===== src/verilog/tape_port_cfg.svh =====
`ifndef TAPE_PORT_CFG_SVH
`define TAPE_PORT_CFG_SVH
// ----------------------------------------
// Timing
// ----------------------------------------
`define CLK_MHZ         40
`define OSC_PW_US       10
`define OSC_PW_CYC      (`OSC_PW_US * `CLK_MHZ)
`define OSC_NOM_US      1000
`define OSC_NOM_CYC     (`OSC_NOM_US * `CLK_MHZ)
`define OSC_START_US    4000
`define OSC_START_CYC   (`OSC_START_US * `CLK_MHZ)
`define RAMP_STEPS      16
`define SETTLE_US       10000
`define SETTLE_CYC      (`SETTLE_US * `CLK_MHZ)
`define ECHO_US         100
`define ECHO_CYC        (`ECHO_US * `CLK_MHZ)
`define STROBE_US       20
`define STROBE_CYC      (`STROBE_US * `CLK_MHZ)
// ----------------------------------------
// Gap lengths in motor steps
// ----------------------------------------
`define GAP_REC_STEPS   150
`define GAP_FILE_STEPS  700
`define GAP_START_STEPS 100
// ----------------------------------------
// Controller registers
// ----------------------------------------
`define REG_CTRL        12'h000
`define REG_DATA        12'h004
`define REG_CMD         12'h008
`define REG_STAT        12'h00c
`define REG_IRQ_ST      12'h010
`define REG_IRQ_MSK     12'h014
`define CTRL_FWD        0
`define CTRL_PAR_EVEN   1
`define CTRL_SLEW       2
`define CTRL_RST        3'h3
`define CMD_EOR         0
`define CMD_EOF         1
`define IRQ_WERR        0
`define IRQ_GAP_DONE    1
`define IRQ_TAPE_END    2
`define IRQ_REFUSED     3
`endif


===== src/verilog/tape_pkg.sv =====
`default_nettype none
package tape_pkg;
  typedef enum logic [4:0] {
    ST_UNLOADED = 5'b00001,
    ST_LOADING  = 5'b00010,
    ST_GAP      = 5'b00100,
    ST_SETTLE   = 5'b01000,
    ST_READY    = 5'b10000
  } dev_state_t;
  typedef logic [5:0] char_t;
endpackage
`default_nettype wire


===== src/verilog/tape_link_if.sv =====
`timescale 1ns/10ps
`default_nettype none
interface tape_link_if;
  import tape_pkg::*;
  logic  fwd_sel;
  logic  parity_even;
  logic  slew;
  logic  write_strobe;
  char_t char_data;
  logic  eor_cmd;
  logic  eof_cmd;
  logic  ready;
  logic  gap_active;
  logic  tape_end_marker_sensed;
  logic  start_marker;
  logic  write_error;
  logic  osc_out;
  modport dev (input fwd_sel, parity_even, slew, write_strobe, char_data, eor_cmd, eof_cmd,
               output ready, gap_active, tape_end_marker_sensed, start_marker, write_error,
               osc_out);
  modport ctl (output fwd_sel, parity_even, slew, write_strobe, char_data, eor_cmd, eof_cmd,
               input ready, gap_active, tape_end_marker_sensed, start_marker, write_error,
               osc_out);
endinterface
`default_nettype wire


===== src/verilog/tape_device.sv =====
// What this block does
// - Direction true runs motor forward
// - Direction false runs motor backward
// - Write-only controller holds direction true; here CTRL_FWD only resets true and a REG_CTRL write can clear it
// - Parity even when polarity true, else odd
// - Ready once loaded with head current
// - Controller writes only ready and no gap
// - Gap-active while gapping logic drives tape
// - Gap-active extended by settling delay
// - Controller never writes during gap-active
// - Tape_end_marker_sensed output follows marker sensor
// - Write error raised within echo deadline
// - Write error holds until next strobe
// - Oscillator pulses last at least 10 us
// - Oscillator runs on slew, loading or gapping
// - Oscillator ramps up to 1000 per second
// - Controller gates oscillator pulses externally
// - Start marker output starts tape start gap
// - Strobe latches data, steps one character
// - Slew starts accelerating oscillator
//
// Added by the designer: the register addresses and register access over APB.
`timescale 1ns/10ps
`default_nettype none
`include "tape_port_cfg.svh"
module tape_device
  import tape_pkg::*;
#(
  parameter logic [19:0] OSC_NOM_CYC   = 20'(`OSC_NOM_CYC),
  parameter logic [19:0] OSC_START_CYC = 20'(`OSC_START_CYC),
  parameter logic [19:0] SETTLE_CYC    = 20'(`SETTLE_CYC)
)
(
  input  wire logic  pclk,
  input  wire logic  presetn,
  tape_link_if.dev   link,
  input  wire logic  load_req_pin,
  input  wire logic  load_point_pin,
  input  wire logic  end_marker_pin,
  input  wire logic  head_current_pin,
  input  wire logic  echo_fail_pin,
  output logic       motor_step,
  output logic       motor_fwd,
  output logic [6:0] head_data,
  output logic       head_write
);

  // ----------------------------------------
  // Pin synchronisers
  // ----------------------------------------
  logic [4:0] pin_s1_r;
  logic [4:0] pin_s2_r;
  logic [4:0] pin_s3_r;
  logic [4:0] pin_r;
  logic       load_req;
  logic       load_point;
  logic       end_marker;
  logic       head_ok;
  logic       echo_fail;

  always_ff @(posedge pclk or negedge presetn)
  begin
    if (!presetn)
    begin
      pin_s1_r <= 5'h00;
      pin_s2_r <= 5'h00;
      pin_s3_r <= 5'h00;
      pin_r    <= 5'h00;
    end
    else
    begin
      pin_s1_r <= {load_req_pin, load_point_pin, end_marker_pin, head_current_pin,
                   echo_fail_pin};
      pin_s2_r <= pin_s1_r;
      pin_s3_r <= pin_s2_r;
      pin_r    <= (pin_s3_r & ~(pin_s2_r ^ pin_s3_r)) | (pin_r & (pin_s2_r ^ pin_s3_r));
    end
  end

  assign {load_req, load_point, end_marker, head_ok, echo_fail} = pin_r;

  // ----------------------------------------
  // Link edge detect
  // ----------------------------------------
  logic strobe_d_r;
  logic eor_d_r;
  logic eof_d_r;
  logic strobe_rise;
  logic eor_rise;
  logic eof_rise;

  always_ff @(posedge pclk or negedge presetn)
  begin
    if (!presetn)
    begin
      strobe_d_r <= 1'b0;
      eor_d_r    <= 1'b0;
      eof_d_r    <= 1'b0;
    end
    else
    begin
      strobe_d_r <= link.write_strobe;
      eor_d_r    <= link.eor_cmd;
      eof_d_r    <= link.eof_cmd;
    end
  end

  assign strobe_rise = link.write_strobe & ~strobe_d_r;
  assign eor_rise    = link.eor_cmd & ~eor_d_r;
  assign eof_rise    = link.eof_cmd & ~eof_d_r;

  // ----------------------------------------
  // Step oscillator
  // ----------------------------------------
  localparam logic [19:0] OSC_PW_CYC = 20'(`OSC_PW_CYC);
  localparam logic [19:0] RAMP_DEC   = 20'((OSC_START_CYC - OSC_NOM_CYC) / `RAMP_STEPS);

  dev_state_t  state_r;
  logic        osc_run;
  logic        osc_tick;
  logic [19:0] phase_r;
  logic [19:0] per_r;
  logic        osc_out_r;

  assign osc_run  = link.slew || state_r == ST_LOADING || state_r == ST_GAP;
  assign osc_tick = osc_run && phase_r == 20'h00000;

  always_ff @(posedge pclk or negedge presetn)
  begin
    if (!presetn)
    begin
      phase_r   <= 20'h00000;
      per_r     <= 20'h00000;
      osc_out_r <= 1'b0;
    end
    else if (!osc_run)
    begin
      phase_r   <= osc_out_r ? phase_r + 20'h00001 : 20'h00000;
      per_r     <= OSC_START_CYC;
      osc_out_r <= osc_out_r && phase_r < OSC_PW_CYC;
    end
    else
    begin
      osc_out_r <= phase_r < OSC_PW_CYC;
      if (phase_r >= per_r - 20'h00001)
      begin
        phase_r <= 20'h00000;
        if (per_r - RAMP_DEC > OSC_NOM_CYC)
          per_r <= per_r - RAMP_DEC;
        else
          per_r <= OSC_NOM_CYC;
      end
      else
        phase_r <= phase_r + 20'h00001;
    end
  end

  assign link.osc_out = osc_out_r;

  // ----------------------------------------
  // Tape sequence
  // ----------------------------------------
  logic [9:0]  steps_r;
  logic [19:0] settle_r;
  logic        loaded_r;
  logic        take;

  assign take = state_r == ST_READY && strobe_rise;

  always_ff @(posedge pclk or negedge presetn)
  begin
    if (!presetn)
    begin
      state_r  <= ST_UNLOADED;
      steps_r  <= 10'h000;
      settle_r <= 20'h00000;
      loaded_r <= 1'b0;
    end
    else
    begin
      unique case (state_r)
        ST_UNLOADED:
          if (load_req)
            state_r <= ST_LOADING;
        ST_LOADING:
          if (load_point)
          begin
            state_r <= ST_GAP;
            steps_r <= 10'(`GAP_START_STEPS);
          end
        ST_GAP:
          if (osc_tick)
          begin
            if (steps_r <= 10'h001)
            begin
              state_r  <= ST_SETTLE;
              settle_r <= SETTLE_CYC;
            end
            else
              steps_r <= steps_r - 10'h001;
          end
        ST_SETTLE:
          if (settle_r <= 20'h00001)
          begin
            state_r  <= ST_READY;
            loaded_r <= 1'b1;
          end
          else
            settle_r <= settle_r - 20'h00001;
        ST_READY:
          if (eof_rise)
          begin
            state_r <= ST_GAP;
            steps_r <= 10'(`GAP_FILE_STEPS);
          end
          else if (eor_rise)
          begin
            state_r <= ST_GAP;
            steps_r <= 10'(`GAP_REC_STEPS);
          end
      endcase
    end
  end

  assign link.ready      = loaded_r & head_ok;
  assign link.gap_active = state_r == ST_GAP || state_r == ST_SETTLE;
  assign link.tape_end_marker_sensed = end_marker;
  assign link.start_marker = load_point;

  // ----------------------------------------
  // Character write and motor
  // ----------------------------------------
  logic [6:0] head_data_r;
  logic       head_write_r;
  logic       step_r;

  always_ff @(posedge pclk or negedge presetn)
  begin
    if (!presetn)
    begin
      head_data_r  <= 7'h00;
      head_write_r <= 1'b0;
      step_r       <= 1'b0;
    end
    else
    begin
      head_write_r <= take;
      step_r       <= take | osc_tick;
      if (take)
        head_data_r <= {^link.char_data ^ ~link.parity_even, link.char_data};
    end
  end

  assign head_data  = head_data_r;
  assign head_write = head_write_r;
  assign motor_step = step_r;
  assign motor_fwd  = link.fwd_sel;

  // ----------------------------------------
  // Echo check
  // ----------------------------------------
  localparam logic [12:0] ECHO_CYC = 13'(`ECHO_CYC);

  logic [12:0] echo_win_r;
  logic        werr_r;

  always_ff @(posedge pclk or negedge presetn)
  begin
    if (!presetn)
    begin
      echo_win_r <= 13'h0000;
      werr_r     <= 1'b0;
    end
    else if (strobe_rise)
    begin
      werr_r     <= 1'b0;
      echo_win_r <= take ? ECHO_CYC : 13'h0000;
    end
    else if (echo_win_r != 13'h0000)
    begin
      echo_win_r <= echo_win_r - 13'h0001;
      if (echo_fail)
        werr_r <= 1'b1;
    end
  end

  assign link.write_error = werr_r;

endmodule
`default_nettype wire


===== src/flat_wrapper.sv =====
// flat-port wrapper written by rule: the top's interface ports become plain ports
module tape_device_flat import tape_pkg::*;
#(
  parameter logic [19:0] OSC_NOM_CYC   = 20'(`OSC_NOM_CYC),
  parameter logic [19:0] OSC_START_CYC = 20'(`OSC_START_CYC),
  parameter logic [19:0] SETTLE_CYC    = 20'(`SETTLE_CYC)
)
  (pclk, presetn, load_req_pin, load_point_pin, end_marker_pin, head_current_pin, echo_fail_pin, motor_step, motor_fwd, head_data, head_write, link_fwd_sel, link_parity_even, link_slew, link_write_strobe, link_char_data, link_eor_cmd, link_eof_cmd, link_ready, link_gap_active, link_tape_end_marker_sensed, link_start_marker, link_write_error, link_osc_out);
  tape_link_if link_i ();
  input  wire logic pclk;
  input  wire logic presetn;
  input  wire logic load_req_pin;
  input  wire logic load_point_pin;
  input  wire logic end_marker_pin;
  input  wire logic head_current_pin;
  input  wire logic echo_fail_pin;
  output logic motor_step;
  output logic motor_fwd;
  output logic [6:0] head_data;
  output logic head_write;
  input wire logic [$bits(link_i.fwd_sel)-1:0] link_fwd_sel;
  input wire logic [$bits(link_i.parity_even)-1:0] link_parity_even;
  input wire logic [$bits(link_i.slew)-1:0] link_slew;
  input wire logic [$bits(link_i.write_strobe)-1:0] link_write_strobe;
  input wire logic [$bits(link_i.char_data)-1:0] link_char_data;
  input wire logic [$bits(link_i.eor_cmd)-1:0] link_eor_cmd;
  input wire logic [$bits(link_i.eof_cmd)-1:0] link_eof_cmd;
  output wire logic [$bits(link_i.ready)-1:0] link_ready;
  output wire logic [$bits(link_i.gap_active)-1:0] link_gap_active;
  output wire logic [$bits(link_i.tape_end_marker_sensed)-1:0] link_tape_end_marker_sensed;
  output wire logic [$bits(link_i.start_marker)-1:0] link_start_marker;
  output wire logic [$bits(link_i.write_error)-1:0] link_write_error;
  output wire logic [$bits(link_i.osc_out)-1:0] link_osc_out;
  assign link_i.fwd_sel = link_fwd_sel;
  assign link_i.parity_even = link_parity_even;
  assign link_i.slew = link_slew;
  assign link_i.write_strobe = link_write_strobe;
  assign link_i.char_data = link_char_data;
  assign link_i.eor_cmd = link_eor_cmd;
  assign link_i.eof_cmd = link_eof_cmd;
  assign link_ready = link_i.ready;
  assign link_gap_active = link_i.gap_active;
  assign link_tape_end_marker_sensed = link_i.tape_end_marker_sensed;
  assign link_start_marker = link_i.start_marker;
  assign link_write_error = link_i.write_error;
  assign link_osc_out = link_i.osc_out;
  tape_device #(.OSC_NOM_CYC(OSC_NOM_CYC), .OSC_START_CYC(OSC_START_CYC), .SETTLE_CYC(SETTLE_CYC)) u_core (.pclk(pclk), .presetn(presetn), .link(link_i), .load_req_pin(load_req_pin), .load_point_pin(load_point_pin), .end_marker_pin(end_marker_pin), .head_current_pin(head_current_pin), .echo_fail_pin(echo_fail_pin), .motor_step(motor_step), .motor_fwd(motor_fwd), .head_data(head_data), .head_write(head_write));
endmodule

===== config.mk =====
export PLATFORM = sky130hd
export DESIGN_NAME = tape_device_flat
export DESIGN_NICKNAME = d
export VERILOG_FILES = /design/src/verilog/tape_pkg.sv /design/src/verilog/tape_link_if.sv /design/src/verilog/tape_device.sv /design/src/flat_wrapper.sv
export VERILOG_INCLUDE_DIRS = /design/src /design/src/verilog
export SDC_FILE = /design/constraint.sdc
export NUM_CORES = 1
export LEC_CHECK = 0
export BUFFER_PORTS_ARGS = -buffer_cell sky130_fd_sc_hd__buf_4
export CORE_MARGIN = 3
export CORE_UTILIZATION = 50
export CTS_CLUSTER_SIZE = 8
export DETAILED_ROUTE_END_ITERATION = 6
export PLACE_DENSITY = 0.67
export SETUP_SLACK_MARGIN = 0.5
export SYNTH_ARGS = -nofsm -noshare
export SYNTH_HDL_FRONTEND = slang
export SYNTH_SLANG_ARGS = --single-unit

===== constraint.sdc =====
create_clock -name pclk -period 5.9 [get_ports pclk]
set_input_delay 1.77 -clock pclk [delete_from_list [all_inputs] [get_ports pclk]]
set_output_delay 1.77 -clock pclk [all_outputs]
set_load 0.01 [all_outputs]

==> results of run 1 <==
==> cell families (layout without fill, tap and decap cells) <==
| group | after synthesis | count (layout) |
|---|---|---|
| compound gates | 125 | 125 |
| xor+xnor | 68 | 68 |
| fa+ha+maj | 34 | 34 |
| buf+inv | 55 | 92 |
| flops | 121 | 121 |
| simple gates | 320 | 320 |
==> layout by cell type (no fill, tap or decap), types with 3 or more instances in the layout <==
cell type	count
ha_1	29
nor2_1	91
a21oi_1	26
xnor2_1	37
dfrtp_1	120
xor2_1	31
buf_4	38
nand3_1	26
or3_1	16
clkinv_2	3
nand2_1	74
and3_1	11
or2_2	4
nand4_1	7
a31oi_1	8
nand3b_1	4
o21ai_1	4
nand2b_1	8
nor3b_1	3
and2_1	4
o22a_1	4
clkbuf_8	5
clkbuf_16	17
o221ai_1	3
o31ai_1	3
nor4_1	13
o21ai_0	36
o22ai_1	5
nor2b_1	10
inv_1	22
maj3_1	5
bufinv_16	3
or4_1	4
nor3_1	30
a21o_1	8
a21oi_2	4
==> cell type report <==
cell class / instances / area (um^2)
Inverter: 22 / 82.6
Multi-Input combinational cell: 547 / 3460
Tap cell: 172 / 215
Timing Repair Buffer: 38 / 285
Clock inverter: 10 / 138
Fill cell: 1115 / 5230
Sequential cell: 121 / 3030
Clock buffer: 22 / 494
==> power by group through the flow <==
stage	Combinational [W]	Clock, W	Sequential [W]
2_1_floorplan	0.00110	0	0.00117
3_3_place_gp	0.00120	0	0.00129
3_5_place_dp	0.00125	0	0.00130
4_1_cts	0.00126	0.00111	0.00129
5_1_grt	0.00142	0.00116	0.00133
6_report	0.00125	0.00110	0.00130
==> registers in the layout, indices dropped and copies added (netlist names) <==
name	flops
u_core.state_r	5
u_core.pin_s3_r	5
u_core.settle_r	20
u_core.loaded_r	1
u_core.motor_step	1
u_core.head_write	1
u_core.link.write_error	1
u_core.pin_s1_r	5
u_core.link.osc_out	1
u_core.phase_r	20
u_core.pin_s2_r	5
u_core.per_r	18
u_core.head_data	7
u_core.steps_r	10
u_core.eof_d_r	1
u_core.eor_d_r	1
u_core.echo_win_r	13
u_core.pin_r	5
u_core.strobe_d_r	1
==> per-layer routing <==
layer,track usage (%),up-vias
met5,0,-
met4,6.86,0
met3,4.79,24
met2,34.9,125
met1,25.7,2571
li1,-,2576
==> how the worst max path moves through the flow <==
stage	from	endpoint	slack (ns)	cells past startpoint
6_report	u_core.per_r[4]	u_core.per_r[8]	1.33	12
5_1_grt	u_core.per_r[4]	u_core.per_r[8]	0.73	14
3_3_place_gp	u_core.per_r[4]	u_core.per_r[8]	1.47	12
4_1_cts	u_core.per_r[4]	u_core.per_r[8]	1.30	12
3_5_place_dp	u_core.per_r[4]	u_core.per_r[8]	1.30	12
2_1_floorplan	u_core.per_r[4]	u_core.per_r[14]	2.12	16
==> metrics by stage <==
stage	power, W	instances	hold WS [ns]	area (um^2)
6_report	0.00365	932	0.347	7700
5_1_grt	0.00391	932	0.354	7700
4_1_cts	0.00367	932	0.348	7700
3_5_place_dp	0.00255	900	0.337	7070
3_3_place_gp	0.00249	900	0.334	7070
2_1_floorplan	0.00227	723	0.331	6760
==> results.json, run 1 <==
{
  "async_flop_share_pct": 100,
  "die_width_um": 122,
  "dr_total_vias": 5296,
  "cp_top_family": "simple AND/OR/NAND/NOR gates",
  "synth_compound_area_share_pct": 12.7,
  "ant_nets": 0,
  "regToRegEndpoint": "u_core.per_r[8]",
  "ys_ff_latch": 121,
  "synth_fa_ha_area_share_pct": 6.11,
  "worst_slew_pin_slew_ns": 1.11,
  "min_from": "u_core.pin_s1_r[0]",
  "yosysTopAreaCell": "dfrtp_1",
  "antennaDiodeCount": 0,
  "drt-initial-drc-count": 290,
  "grt_pass1_wl_mm": 24.6,
  "ctsLongestPathBuffers": 2,
  "power_frac_seq_pct": 35.6,
  "cts_setup_buffers": 0,
  "wl_met2_mm": 7.13,
  "synth_most_common_cell": "dfrtp_1",
  "final_util_pct": 59.6,
  "synthDominantCellAreaShare_pct": 44.4,
  "min_path_cells": 0,
  "pwr-share-clk_pct": 30.1,
  "hold_viol_final": 0,
  "crit_arrival_ns": 4.87,
  "critPathMaxFanout": 25,
  "grt_max_degree": 52,
  "fmax_mhz": 219,
  "cts.clk_slew.worst_paths_ns": 0.05,
  "synthTopCellsByArea": "dfrtp_1 (44%), ha_1 (5.4%), nor2_1 (5.1%)",
  "place_ws_ns": 1.30,
  "grt_usage_pct": 20.5,
  "die_h_um": 122,
  "synth_ff_type": "dfrtp_1",
  "yosys_warnings": 0,
  "pwr-share-comb_pct": 34.4,
  "r2r.worst_path.cells": 12,
  "path_class": "flip-flop to flip-flop",
  "port_buffers": 32,
  "synth.avg_cell_area_um2": 9.35,
  "place_hpwl_mm": 9.80,
  "wl_met1_mm": 6.24,
  "h-tree-depth": 4,
  "synthCells": 723,
  "core_um2": 12900,
  "cts_tree": "done",
  "synthesis.nets": 771,
  "io_pins": 35,
  "setup_tns_ns": 0,
  "p_per_area_nw_per_um2": 474,
  "area_delta_synth_final_pct": 13.9,
  "route.detailed.drc": 0,
  "synthSimpleGateAreaFrac_pct": 23.4,
  "fin_nets": 795,
  "top_layer_used": "met4",
  "yosysUniqueCellTypes": 70,
  "yosys-mux-area-fraction_pct": 0,
  "timing.final.ws_setup_ns": 1.33,
  "required_ns": 6.20,
  "rrSetupSlack_ns": 1.33,
  "cts_resized": 0,
  "p_sw_w": 0.00139,
  "ys_seq_area_share_pct": 44.8,
  "worstHoldEndpoint": "u_core.pin_s2_r[0]",
  "synth_top_family_by_area": "simple AND/OR/NAND/NOR gates",
  "min_period_ns": 4.57,
  "detail_route.first_pass.iterations": 5,
  "crit_path_max_incr_delay_ns": 0.84,
  "via_per_inst": 5.68,
  "slew-limit-headroom_pct": 25.9,
  "vdd_drop_max_uv": 337,
  "drv_cap": 0,
  "start_util_pct": 52.3,
  "maxSlewViolCount": 0,
  "layout-drive-gt1-share_pct": 12.2,
  "setup_violations": 0,
  "hold_buffers": 0,
  "synthTopCellsByCount": "dfrtp_1 (120), nor2_1 (91), nand2_1 (74), xnor2_1 (37), o21ai_0 (36)",
  "p_int_w": 0.00225,
  "grt_overflow_total": 0,
  "critPathSlowestCell": "a21oi_2",
  "cts-root-buf": "clkbuf_16",
  "synth-xor-area-share_pct": 8.81,
  "clock_latency_ns": 0.42,
  "swShare_pct": 38.2,
  "endpoint_kind": "flip-flop",
  "gp_congestion": 0.842,
  "wirelength_mm": 14.2,
  "cts_sinks": 121,
  "start_kind": "flip-flop",
  "cp_cell_sequence": "nor3_1, nor3b_1, nor3b_1, xnor2_1, ha_1, a21o_1, a21oi_1, o22ai_1, or3b_2, a21oi_2, nor2b_1, a221o_1",
  "antenna_found_initial": 0,
  "rsz0062_at_grt": "no",
  "status": "finished clean",
  "grt_pass1_vias": 5219,
  "p_leak_nw": 3.37,
  "wire_per_inst_um": 15.2,
  "r2r_start": "u_core.per_r[4]",
  "die-area_um2": 15000,
  "syn_area_um2": 6760,
  "crit_path_frequent_cell": "nor3b_1",
  "hold_path.class": "flip-flop to flip-flop",
  "path_buf_inv": 0,
  "fin_worst_skew_ns": 0.00601,
  "finalCritPeriodShare_pct": 77.5,
  "num_rows": 41,
  "cts_made_buffers": 17,
  "route.met3.wl_um": 582,
  "synth_edf_count": 0
}
Power figures use the tool's default switching activity.
==> inputs of run 2 (changes only) <==
Settings changed: ABC_AREA set to 1, PLACE_DENSITY 0.67 to 0.7.
Clock period 5.9 ns to 3.7 ns, I/O delays scaled along.
==> run 2 against run 1 <==
Design area rose by 7.7%. Combinational power is 37% higher. Core utilization grew 2.1 points. Cell count rose by 20%. Sequential share of layout area fell by 2.7 points. Clock power is 49% higher. Wire length increased by 8.5%. Largest cell class unchanged. Global-route usage barely moved. Clock skew rose by 0.0016 ns. Synthesized area up 3.6%. First-iteration DRC count is 24% higher. Synthesized cell count grew 21%.
==> results.json, run 2 <==
{
  "layout.cells.non_filler": 1121,
  "ys_ff_latch": 121,
  "h-tree-depth": 4,
  "yosysTopAreaCell": "dfrtp_1",
  "critPathSlowestCell": "dfrtp_2",
  "design_area_um2": 8300,
  "cts_sinks": 121,
  "drv_cap": 0,
  "fmax_mhz": 321,
  "ctsLongestPathBuffers": 2,
  "drt-initial-drc-count": 360,
  "cts_tree": "done",
  "route.detailed.drc": 0,
  "synthDominantCellAreaShare_pct": 42.8,
  "hold_path.class": "flip-flop to flip-flop",
  "p_leak_nw": 4.08,
  "via_per_inst": 5.21,
  "synth_ff_type": "dfrtp_1",
  "cp-endpoint": "u_core.per_r[13]",
  "detail_route.first_pass.iterations": 4,
  "start_util_pct": 52.1,
  "regToRegEndpoint": "u_core.per_r[13]",
  "crit_arrival_ns": 3.42,
  "dpl.cell_count": 1074,
  "fillCellCount": 1185,
  "cp_cell_sequence": "nor2_2, nand3_1, nor2_2, nand3_2, nor2_2, nand2_1, xor2_1, ha_1, a21oi_1, o21ai_0, a21oi_2, nand4_1, nor2_4, clkinvlp_4, buf_12, nor2_4, a21oi_2",
  "grt_max_degree": 68,
  "final_common_cell": "nand2_1",
  "ys_seq_area_share_pct": 43.2,
  "place_hpwl_mm": 10.5,
  "wl_met2_mm": 7.29,
  "rrSetupSlack_ns": 0.59,
  "grt_overflow_total": 0,
  "cts.clk_slew.worst_paths_ns": 0.06,
  "antenna_found_initial": 0,
  "top_layer_used": "met4",
  "cts-root-buf": "clkbuf_16",
  "layout_common_cells": "nand2_1 (195), dfrtp_1 (115), nor2_1 (114)",
  "vdd_drop_max_uv": 331,
  "endpoint_kind": "flip-flop",
  "num_rows": 42,
  "worst_slew_pin_slew_ns": 0.621,
  "synthCells": 878,
  "synthTopCellsByCount": "nand2_1 (198), nor2_1 (121), dfrtp_1 (120), inv_1 (96), nand3_1 (53)",
  "fin_nets": 980,
  "critPathMaxFanout": 7,
  "grt_usage_pct": 20.5,
  "start_kind": "flip-flop",
  "crit_path_max_incr_delay_ns": 0.47,
  "worst-path-stages": 17,
  "io_pins": 35,
  "die-area_um2": 15500,
  "r2r.worst_path.cells": 17,
  "required_ns": 4.01,
  "path_class": "flip-flop to flip-flop",
  "place_ws_ns": 0.293,
  "yosysUniqueCellTypes": 45,
  "synthTopCellsByArea": "dfrtp_1 (43%), nand2_1 (11%), nor2_1 (6.5%)",
  "synth_most_common_cell": "nand2_1",
  "syn_area_um2": 7010,
  "layout-drive-gt1-share_pct": 16.1,
  "rsz0062_at_grt": "yes",
  "path_buf_inv": 2,
  "finalCritPeriodShare_pct": 84.2,
  "route.met3.wl_um": 535,
  "die_width_um": 124,
  "setup_tns_ns": 0,
  "placed_area_um2": 7400,
  "dr_total_vias": 5835,
  "clock_latency_ns": 0.42,
  "ant_nets": 0,
  "wl_met1_mm": 7.31,
  "slew-limit-headroom_pct": 58.5,
  "r2r_start": "u_core.per_r[4]",
  "gp_congestion": 0.868,
  "p_per_area_nw_per_um2": 618,
  "yosys_warnings": 0,
  "core_um2": 13500,
  "maxSlewViolCount": 0,
  "async_flop_share_pct": 100,
  "hold_viol_final": 0,
  "grt_pass1_wl_mm": 26.5,
  "antennaDiodeCount": 0,
  "wire_per_inst_um": 13.7,
  "crit_path_frequent_cell": "nor2_2",
  "reg_top3": "u_core.phase_r (20), u_core.settle_r (20), u_core.per_r (18)",
  "port_buffers": 32,
  "finalPower_w": 0.00512,
  "timing.final.ws_setup_ns": 0.585,
  "status": "finished clean",
  "synthesis.nets": 926,
  "cp_top_family": "simple AND/OR/NAND/NOR gates",
  "cts_made_buffers": 17,
  "startpoint": "u_core.per_r[4]",
  "grt_pass1_vias": 5672,
  "synth.avg_cell_area_um2": 7.98,
  "setup_violations": 0,
  "wirelength_mm": 15.4,
  "area_delta_synth_final_pct": 18.4,
  "die_h_um": 124,
  "fin_worst_skew_ns": 0.00765,
  "min_period_ns": 3.11,
  "synth_edf_count": 0
}
-- run 2: power breakdown --
part | switching (W) | leakage (nW) | total (W) | internal, W
logic | 0.00107 | 2.27 | 0.00171 | 0.000647
clock network | 0.000628 | 0.278 | 0.00164 | 0.00101
registers | 0.000216 | 1.53 | 0.00177 | 0.00156
-- run 2: logic make-up after synthesis --
family,count (synthesis),share of synthesized area [%]
AOI/OAI and AO/OA,104,8.50
xor gates and xnor gates,64,8.00
adders and majority gates,34,5.89
buffers and inverters,121,7.50
DFF,121,43.2
and+or+nand+nor,434,26.9
-- run 2: repair_timing --
| action | 4_1_cts | 5_1_grt |
|---|---|---|
| setup buffers | 5 | 9 |
| endpoints found under the hold margin | 0 | 0 |
| cloned | 0 | 1 |
| hold buffers | 0 | 0 |
| gates resized for setup | 9 | 42 |
| pin swaps | 4 | 14 |
| endpoints found under the setup margin | 38 | 38 |
-- run 2: layout make-up --
class	instances	area, um^2	area share (%)
Tap cell	176	220	2.65
Sequential cell	121	3040	36.6
Timing Repair Buffer	56	479	5.78
Clock inverter	14	149	1.79
Multi-Input combinational cell	636	3590	43.2
Clock buffer	18	439	5.29
Inverter	100	385	4.65
-- run 2: layer usage --
layer	track usage (%)	up-vias
li1	-	2958
met1	28.1	2768
met2	32.4	87
met3	4.80	22
met4	6.25	0
met5	0	-
-- run 2: worst min-delay path by stage --
| stage | start | end | slack [ns] | cells after the start |
|---|---|---|---|---|
| 5_1_grt | u_core.pin_s1_r[1] | u_core.pin_s2_r[1] | 0.37 | 0 |
| 3_3_place_gp | u_core.pin_s1_r[2] | u_core.pin_s2_r[2] | 0.33 | 0 |
| 3_5_place_dp | u_core.pin_s1_r[1] | u_core.pin_s2_r[1] | 0.33 | 0 |
| 2_1_floorplan | u_core.pin_s1_r[0] | u_core.pin_s2_r[0] | 0.33 | 0 |
| 6_report | u_core.pin_s1_r[1] | u_core.pin_s2_r[1] | 0.34 | 0 |
| 4_1_cts | u_core.pin_s1_r[1] | u_core.pin_s2_r[1] | 0.35 | 0 |
-- run 2: worst register-to-register path, stage by stage, from the launching register on --
cell and delay, ns:
dfrtp_2 0.47, nor2_2 0.15, nand3_1 0.14, nor2_2 0.17
nand3_2 0.13, nor2_2 0.14, nand2_1 0.08, xor2_1 0.15
ha_1 0.31, a21oi_1 0.15, o21ai_0 0.13, a21oi_2 0.12
nand4_1 0.21, nor2_4 0.20, clkinvlp_4 0.17, buf_12 0.18
nor2_4 0.08, a21oi_2 0.04
-- run 2: stage by stage --
step | hold slack (ns) | utilization (%)
floorplan | 0.331 | -
global placement | 0.333 | 55.0
detailed placement | 0.335 | 55.0
CTS | 0.350 | 60.0
global route | 0.366 | 61.7
finish | 0.343 | 61.7
